$ cat config.mk
export PLATFORM = sky130hd
export DESIGN_NAME = dosel_top
export DESIGN_NICKNAME = d
export VERILOG_FILES = /design/src/dosel_pkg.sv /design/src/dosel_target_window.sv /design/src/dosel_pos_comparator.sv /design/src/dosel_top.sv
export SDC_FILE = /design/constraint.sdc
export NUM_CORES = 1
export LEC_CHECK = 0
export BUFFER_PORTS_ARGS = -buffer_cell sky130_fd_sc_hd__buf_2
export CORE_MARGIN = 5
export CORE_UTILIZATION = 50
export DETAILED_ROUTE_END_ITERATION = 10
export PLACE_DENSITY = 0.75
export SLEW_MARGIN = 20
export SYNTH_ARGS = -nofsm -noshare
export SYNTH_HDL_FRONTEND = slang
export SYNTH_SLANG_ARGS = --single-unit
$ cat constraint.sdc
create_clock -name sys_clk -period 6.08 [get_ports sys_clk]
set_input_delay 0.304 -clock sys_clk [delete_from_list [all_inputs] [get_ports sys_clk]]
set_output_delay 0.304 -clock sys_clk [all_outputs]
set_load 0.02 [all_outputs]
$ cat src/dosel_pkg.sv
// Purpose: Constants for the digital output source selector
// Assumes: One control cycle per sys_clk edge
// Notes: Function
// Function
// Brake release code drives output from the brake control condition.
// Synchronization fault code asserts when index phase error exceeds limit.
// Signal fault code asserts when index period too short during index control.
// Phasing done code asserts when gear phasing reached its offset.
// In-gear code asserts when follower is engaged at synchronous angle.
// Comparator code asserts between switch-on and switch-off with hysteresis.
// Homing done code asserts after reference travel set reference position.
// Target reached on orientation reached or window held for window time.
// Deviation warning code asserts when following error exceeds threshold.
// Motion-block codes 62-65 follow their programmed travel-order signal conditions.
// Buffer codes 80-83 drive values of sources 2401 to 2404.
// Codes 90-94 drive fieldbus bits, only with communication module fitted.
// Codes 100-194 select code minus 100 with inverted polarity.
// Unassigned codes deassert; outputs re-evaluated every cycle.
`default_nettype none

package dosel_pkg;
  localparam int NUM_OUT = 3;
  localparam int MODE_W = 8;
  localparam int POS_W = 32;
  localparam int WIN_TIME_W = 16;
  localparam logic [MODE_W-1:0] MODE_BRAKE = 8'h29;
  localparam logic [MODE_W-1:0] MODE_SYNC_FAULT = 8'h32;
  localparam logic [MODE_W-1:0] MODE_SIG_FAULT = 8'h33;
  localparam logic [MODE_W-1:0] MODE_PHASE_DONE = 8'h38;
  localparam logic [MODE_W-1:0] MODE_IN_GEAR = 8'h39;
  localparam logic [MODE_W-1:0] MODE_POS_CMP = 8'h3A;
  localparam logic [MODE_W-1:0] MODE_HOME_DONE = 8'h3B;
  localparam logic [MODE_W-1:0] MODE_TARGET = 8'h3C;
  localparam logic [MODE_W-1:0] MODE_DEV_WARN = 8'h3D;
  localparam logic [MODE_W-1:0] MODE_BLOCK_FIRST = 8'h3E;
  localparam logic [MODE_W-1:0] MODE_BLOCK_LAST = 8'h41;
  localparam logic [MODE_W-1:0] MODE_BUF_FIRST = 8'h50;
  localparam logic [MODE_W-1:0] MODE_BUF_LAST = 8'h53;
  localparam logic [MODE_W-1:0] MODE_BUS_FIRST = 8'h5A;
  localparam logic [MODE_W-1:0] MODE_BUS_LAST = 8'h5E;
  localparam logic [MODE_W-1:0] MODE_INV_FIRST = 8'h64;
  localparam logic [MODE_W-1:0] MODE_INV_LAST = 8'hC2;
  localparam logic [MODE_W-1:0] MODE_INV_OFFSET = 8'h64;
  localparam logic [POS_W-1:0] POS_RESET = 32'h0000_0000;
  localparam logic [WIN_TIME_W-1:0] WIN_CNT_RESET = 16'h0000;
endpackage

`default_nettype wire

$ cat src/dosel_target_window.sv
// Purpose: Measures how long the position stays inside the target window
// Assumes: Window time given in control cycles
// Notes: Count saturates once the window time is met
`default_nettype none

module dosel_target_window
  import dosel_pkg::*;
(
  // Clock and reset
  input wire logic sys_clk,
  input wire logic srst,
  // Position inputs
  input wire logic [POS_W-1:0] actPos,
  input wire logic [POS_W-1:0] targetPos,
  input wire logic [POS_W-1:0] targetWindow,
  input wire logic [WIN_TIME_W-1:0] windowTime,
  // Result
  output logic inTargetLong
);
  logic [WIN_TIME_W-1:0] dwellCnt;
  logic [WIN_TIME_W-1:0] next_dwellCnt;
  logic [POS_W-1:0] posDiff;
  logic insideWin;
  logic timeMet;

  assign posDiff = ($signed(actPos) >= $signed(targetPos)) ?
                   (actPos - targetPos) : (targetPos - actPos);
  assign insideWin = posDiff <= targetWindow;
  assign timeMet = dwellCnt >= windowTime;
  assign next_dwellCnt = !insideWin ? WIN_CNT_RESET :
                         (timeMet ? dwellCnt : dwellCnt + 16'h0001);

  // ----------------------------------------
  // Dwell counter
  // ----------------------------------------
  always_ff @(posedge sys_clk) begin
    if (srst) begin
      dwellCnt <= WIN_CNT_RESET;
      inTargetLong <= 1'b0;
    end else begin
      dwellCnt <= next_dwellCnt;
      inTargetLong <= insideWin && timeMet;
    end
  end
endmodule

`default_nettype wire

$ cat src/dosel_pos_comparator.sv
// Purpose: Position comparator with hysteresis
// Assumes: Switch-on below switch-off position, signed positions
// Notes: Hysteresis widens the band once the output is on
`default_nettype none

module dosel_pos_comparator
  import dosel_pkg::*;
(
  // Clock and reset
  input wire logic sys_clk,
  input wire logic srst,
  // Settings
  input wire logic [POS_W-1:0] actPos,
  input wire logic [POS_W-1:0] switchOnPos,
  input wire logic [POS_W-1:0] switchOffPos,
  input wire logic [POS_W-1:0] hysteresis,
  // Result
  output logic inRange
);
  logic [POS_W-1:0] lowEdge;
  logic [POS_W-1:0] highEdge;
  logic next_inRange;

  assign lowEdge = inRange ? switchOnPos - hysteresis : switchOnPos;
  assign highEdge = inRange ? switchOffPos + hysteresis : switchOffPos;
  assign next_inRange = ($signed(actPos) >= $signed(lowEdge)) &&
                        ($signed(actPos) <= $signed(highEdge));

  // ----------------------------------------
  // Range flag
  // ----------------------------------------
  always_ff @(posedge sys_clk) begin
    if (srst) begin
      inRange <= 1'b0;
    end else begin
      inRange <= next_inRange;
    end
  end
endmodule

`default_nettype wire

$ cat src/dosel_top.sv
// Purpose: Picks the internal condition reported on each digital output
// Assumes: Status inputs are synchronous to sys_clk
// Notes: Output is registered, one cycle behind its source
`default_nettype none

module dosel_top
  import dosel_pkg::*;
(
  // Clock and reset
  input wire logic sys_clk,
  input wire logic srst,
  // Mode selection per output
  input wire logic [NUM_OUT*MODE_W-1:0] outMode,
  // Brake and gear status
  input wire logic brakeRelease,
  input wire logic phaseError,
  input wire logic phaseWarnLimit,
  input wire logic indexRunning,
  input wire logic indexPeriodShort,
  input wire logic phasingDone,
  input wire logic gearEngaged,
  input wire logic gearSyncAngle,
  // Position status
  input wire logic [POS_W-1:0] actPos,
  input wire logic [POS_W-1:0] switchOnPos,
  input wire logic [POS_W-1:0] switchOffPos,
  input wire logic [POS_W-1:0] hysteresis,
  input wire logic homingStarted,
  input wire logic refPosSet,
  input wire logic orientReached,
  input wire logic [POS_W-1:0] targetPos,
  input wire logic [POS_W-1:0] targetWindow,
  input wire logic [WIN_TIME_W-1:0] windowTime,
  input wire logic [POS_W-1:0] followError,
  input wire logic [POS_W-1:0] followWarnThreshold,
  // Motion-block signals
  input wire logic [3:0] blockSignal,
  // Function table buffers
  input wire logic [3:0] functionTableBuffer,
  // Fieldbus
  input wire logic communicationModuleFitted,
  input wire logic [4:0] fieldbusOutputBit,
  // Outputs
  output logic [NUM_OUT-1:0] digitalOut
);
  logic cmpInRange;
  logic inTargetLong;
  logic syncFault;
  logic sigFault;
  logic inGear;
  logic homeDone;
  logic targetReached;
  logic devWarn;

  dosel_pos_comparator u_cmp (
    .sys_clk(sys_clk),
    .srst(srst),
    .actPos(actPos),
    .switchOnPos(switchOnPos),
    .switchOffPos(switchOffPos),
    .hysteresis(hysteresis),
    .inRange(cmpInRange)
  );

  dosel_target_window u_win (
    .sys_clk(sys_clk),
    .srst(srst),
    .actPos(actPos),
    .targetPos(targetPos),
    .targetWindow(targetWindow),
    .windowTime(windowTime),
    .inTargetLong(inTargetLong)
  );

  // ----------------------------------------
  // Condition decoding
  // ----------------------------------------
  assign syncFault = phaseError && phaseWarnLimit;
  assign sigFault = indexRunning && indexPeriodShort;
  assign inGear = gearEngaged && gearSyncAngle;
  assign homeDone = homingStarted && refPosSet;
  assign targetReached = orientReached || inTargetLong;
  assign devWarn = followError > followWarnThreshold;

  // ----------------------------------------
  // Per-output selection
  // ----------------------------------------
  genvar g;
  generate
    for (g = 0; g < NUM_OUT; g++) begin : gen_out
      logic [MODE_W-1:0] mode;
      logic inverted;
      logic [MODE_W-1:0] baseMode;
      logic [MODE_W-1:0] blockIdx;
      logic [MODE_W-1:0] bufIdx;
      logic [MODE_W-1:0] busIdx;
      logic srcVal;
      logic next_out;

      assign mode = outMode[g*MODE_W +: MODE_W];
      assign inverted = (mode >= MODE_INV_FIRST) && (mode <= MODE_INV_LAST);
      assign baseMode = inverted ? mode - MODE_INV_OFFSET : mode;
      assign blockIdx = baseMode - MODE_BLOCK_FIRST;
      assign bufIdx = baseMode - MODE_BUF_FIRST;
      assign busIdx = baseMode - MODE_BUS_FIRST;

      always_comb begin
        case (baseMode)
          MODE_BRAKE: srcVal = brakeRelease;
          MODE_SYNC_FAULT: srcVal = syncFault;
          MODE_SIG_FAULT: srcVal = sigFault;
          MODE_PHASE_DONE: srcVal = phasingDone;
          MODE_IN_GEAR: srcVal = inGear;
          MODE_POS_CMP: srcVal = cmpInRange;
          MODE_HOME_DONE: srcVal = homeDone;
          MODE_TARGET: srcVal = targetReached;
          MODE_DEV_WARN: srcVal = devWarn;
          default: begin
            if (baseMode >= MODE_BLOCK_FIRST && baseMode <= MODE_BLOCK_LAST) begin
              srcVal = blockSignal[blockIdx[1:0]];
            end else if (baseMode >= MODE_BUF_FIRST && baseMode <= MODE_BUF_LAST) begin
              srcVal = functionTableBuffer[bufIdx[1:0]];
            end else if (baseMode >= MODE_BUS_FIRST && baseMode <= MODE_BUS_LAST) begin
              srcVal = communicationModuleFitted && fieldbusOutputBit[busIdx[2:0]];
            end else begin
              srcVal = 1'b0;
            end
          end
        endcase
      end

      assign next_out = inverted ? !srcVal : srcVal;

      always_ff @(posedge sys_clk) begin
        if (srst) begin
          digitalOut[g] <= 1'b0;
        end else begin
          digitalOut[g] <= next_out;
        end
      end
    end
  endgenerate
endmodule

`default_nettype wire

==> results.py <==
metrics = {
    "drt": {
        "drt-pass1-iter-count": 5,
        "drt-initial-drc-count": 1109,
        "routed_wl_mm": 44.15,
        "vias": 15054,
        "vias_per_cell": 5.924,
        "wire_per_inst_um": 17.37,
        "drcViolationCount": 0,
        "antenna_left": 0,
    },
    "yosys": {
        "yosysSeqAreaShare_pct": 3.092,
        "synth-edff-count": 0,
        "synthesis.nets": 2524,
        "async_flop_share_pct": 0,
        "syn-cell-area_mm2": 0.01360,
        "synth_seq_cells": 21,
        "yosysWarnings": 0,
        "avgSynthCellArea_um2": 7.112,
        "ys.flop_type": "dfxtp_1",
        "syn_inst": 1912,
        "synth_cell_types": 92,
    },
    "critical_path": {
        "cp-end-kind": "flop",
        "crit_required_ns": 6.22,
        "rr_worst_depth": 12,
        "cp_slowest_stage_delay_ns": 0.45,
        "r2r_end": "u_cmp.inRange",
        "r2r_start": "u_cmp.inRange",
        "critPathLaunchType": "primary input",
        "arrival_ns": 5.63,
        "crit_chain": "buf_2 > ha_1 > inv_1 > fa_1 > nor2b_1 > o2111a_1 > a211oi_1 > a31oi_1 > a31o_2 > a221oi_2 > o2111ai_1 > o31ai_1 > mux2i_1 > nor2_1 > ha_1 > nand4_1 > nor2_1 > nand4_1 > o31ai_1 > mux2_2 > a2111oi_0",
        "cp_max_fo": 4,
        "critical_path_class": "primary input to flop",
        "slowest_stage": "o31ai_1",
        "r2r_slack_ns": 2.08,
    },
    "min_path": {
        "min_to": "digitalOut[1]",
        "min_path_cells": 2,
        "hold_path_class": "primary input to flop",
        "min-delay-start": "srst",
    },
    "global_route": {
        "grt-ovfl-total": 0,
        "grt_use_total_pct": 27.21,
        "grt_pass1_wl_mm": 70.59,
        "grt_max_degree": 42,
        "antenna_found_initial": 9,
        "grt_pass1_vias": 14668,
    },
    "pwr": {
        "p_sw_mw": 0.9960,
        "pwr-share-clk_pct": 7.6,
        "internal-power_mw": 0.9454,
        "switching_share_pct": 51.30,
        "power_mw": 1.941,
        "ir_drop_mv": 0.09164,
        "leakagePower_nw": 7.905,
        "power_density_mw_per_mm2": 124.5,
        "seqPwrFrac_pct": 8.4,
        "comb_power_share_pct": 84.0,
    },
    "clock_network": {
        "hold_buffers": 0,
        "cts_buffer_depth": 2,
        "cts-root-buf": "clkbuf_16",
        "cts_tree": "yes",
        "cts_inserted_buffers": 3,
        "cts_resized": 0,
        "cts.sinks": 21,
        "cts.clk_slew.worst_paths_ns": 0.06,
        "cts_setup_buffers": 0,
        "clkLatencyLatePin_ns": 0.26,
        "h-tree-depth": 1,
    },
    "floorplan": {
        "fp.dieH_um": 174.9,
        "fp.coreArea_mm2": 0.02688,
        "start_util_pct": 50.60,
        "fp-row-count": 60,
        "die_area_mm2": 0.03059,
        "ios": 326,
        "die_w_um": 174.9,
    },
    "placement": {
        "io_buffers": 325,
        "dp_cells": 2530,
        "dp_hpwl_mm": 38.51,
        "place_congestion": 0.9703,
    },
    "final_layout": {
        "finalNonFillerCells": 2541,
        "area_growth_pct": 14.68,
        "nNetsFinal": 2806,
        "drive_above_1_share_pct": 17.88,
        "final_core_util_pct": 58.02,
    },
    "sta": {
        "drv_slew": 0,
        "tightest_slew_ns": 0.8914,
        "final_hold_viol_count": 0,
        "tns_ns": 0,
        "max_freq_mhz": 182.1,
        "fin_skew_ns": 0.002783,
        "layout_min_cycle_time_ns": 5.490,
        "rsz0062_at_grt": "no",
        "finalCritPeriodShare_pct": 90.30,
        "setup_viol": 0,
        "maxSlewHeadroom_pct": 40.17,
    },
    "run_status": {
        "status": "finished, final reports clean",
    },
    "flow_run": {
        "drv_cap": 0,
    },
}
critical path: cells and delay by family:
kind	cells	cell delay (ns)
mux	2	0.62
fa+ha+maj	3	0.70
compound gates	9	3.08
buf+inv	2	0.18
simple gates	5	0.72
power groups by stage:
| stage | logic, mW | clock network [mW] | registers [mW] |
|---|---|---|---|
| after detailed placement | 1.61 | 0 | 0.166 |
| after floorplan | 1.16 | 0 | 0.154 |
| after global placement | 1.58 | 0 | 0.166 |
| after CTS | 1.62 | 0.151 | 0.163 |
| after global routing | 1.83 | 0.156 | 0.165 |
| final | 1.63 | 0.148 | 0.164 |
worst max-delay path by stage:
stage	cells after the start	slack, ns	from	endpoint
5_1_grt	25	0.12	actPos[18]	u_win.dwellCnt[4]
3_5_place_dp	21	0.29	switchOffPos[0]	u_cmp.inRange
4_1_cts	21	0.62	switchOffPos[0]	u_cmp.inRange
3_3_place_gp	20	0.47	actPos[18]	u_win.dwellCnt[8]
2_1_floorplan	28	0.99	actPos[0]	u_win.dwellCnt[10]
6_report	21	0.59	switchOffPos[0]	u_cmp.inRange
layout by cell type, fill, tap and decap left out, types with 16 or more instances in the layout:
master and n:
nand4_1 53, dfxtp_1 20, nand3_1 35, inv_1 233
nor3_1 45, nor2b_1 36, o21bai_1 30, nor2_1 135
mux2i_1 57, xnor2_1 63, ha_1 285, a211oi_1 22
o21a_1 23, nand2b_1 32, a21o_1 63, a31oi_1 19
o21ai_0 115, xor2_1 35, a21oi_1 207, o211ai_1 16
nand2_1 105, buf_2 325
stage by stage:
stage	hold WS, ns	worst slack (ns)	area [um2]
2_1_floorplan	0.3764	0.9899	13600
3_3_place_gp	0.5175	0.4729	15500
3_5_place_dp	0.5296	0.2886	15500
4_1_cts	0.4094	0.6189	15580
5_1_grt	0.4467	0.1208	15580
6_report	0.4198	0.5896	15590
synth_stat cells (6+ instances only):
cell type,count,area (um2)
ha_1,285,3566
inv_1,233,874.6
a21oi_1,207,1036
nor2_1,135,506.7
o21ai_0,115,575.6
nand2_1,105,394.1
a21o_1,63,473.0
xnor2_1,63,551.8
mux2i_1,57,570.6
nand4_1,53,331.6
nor3_1,45,225.2
clkbuf_1,38,142.6
nor2b_1,36,225.2
nand3_1,35,175.2
xor2_1,35,306.5
nand2b_1,32,200.2
o21bai_1,30,225.2
o21a_1,23,172.7
a211oi_1,22,165.2
dfxtp_1,21,420.4
a31oi_1,19,118.9
o211ai_1,16,120.1
buf_2,15,75.07
nor4_1,13,81.33
o2111ai_1,12,105.1
o31ai_1,12,90.09
mux4_2,9,202.7
or3_1,9,56.30
a2111oi_0,8,70.07
and2_1,8,50.05
mux2_2,8,90.09
a21boi_0,7,52.55
nand3b_1,7,52.55
buf_1,6,22.52
nor3b_1,6,45.04
state kept, by name (all words and copies together), names as in the netlist:
name                count
digitalOut              3
u_win.inTargetLong      1
u_cmp.inRange           1
u_win.dwellCnt         16
per-layer routing:
| layer | wire, um | global-route usage, % |
|---|---|---|
| met4 | 1216 | 6.514 |
| met2 | 20660 | 47.89 |
| met5 | 69 | 0 |
| met1 | 19010 | 35.48 |
| met3 | 3188 | 3.310 |
cell families after synthesis:
group	Yosys count	synth area share [%]
and+or+nand+nor	512	18.95
DFF	21	3.092
buffers and inverters	295	8.309
xor gates and xnor gates	99	6.432
adders and majority gates	289	26.81
AOI/OAI and AO/OA	620	29.84
muxes	76	6.561
cell type report:
class / instances / area [um2]
inverter: 235 / 882.1
clock buffer: 4 / 78.83
multi-input combinational: 1596 / 12050
antenna: 7 / 17.52
fill: 2647 / 11280
tap: 341 / 426.7
sequential: 21 / 424.2
timing repair buffer: 337 / 1717
No activity file was read; power rests on OpenSTA's default activity.
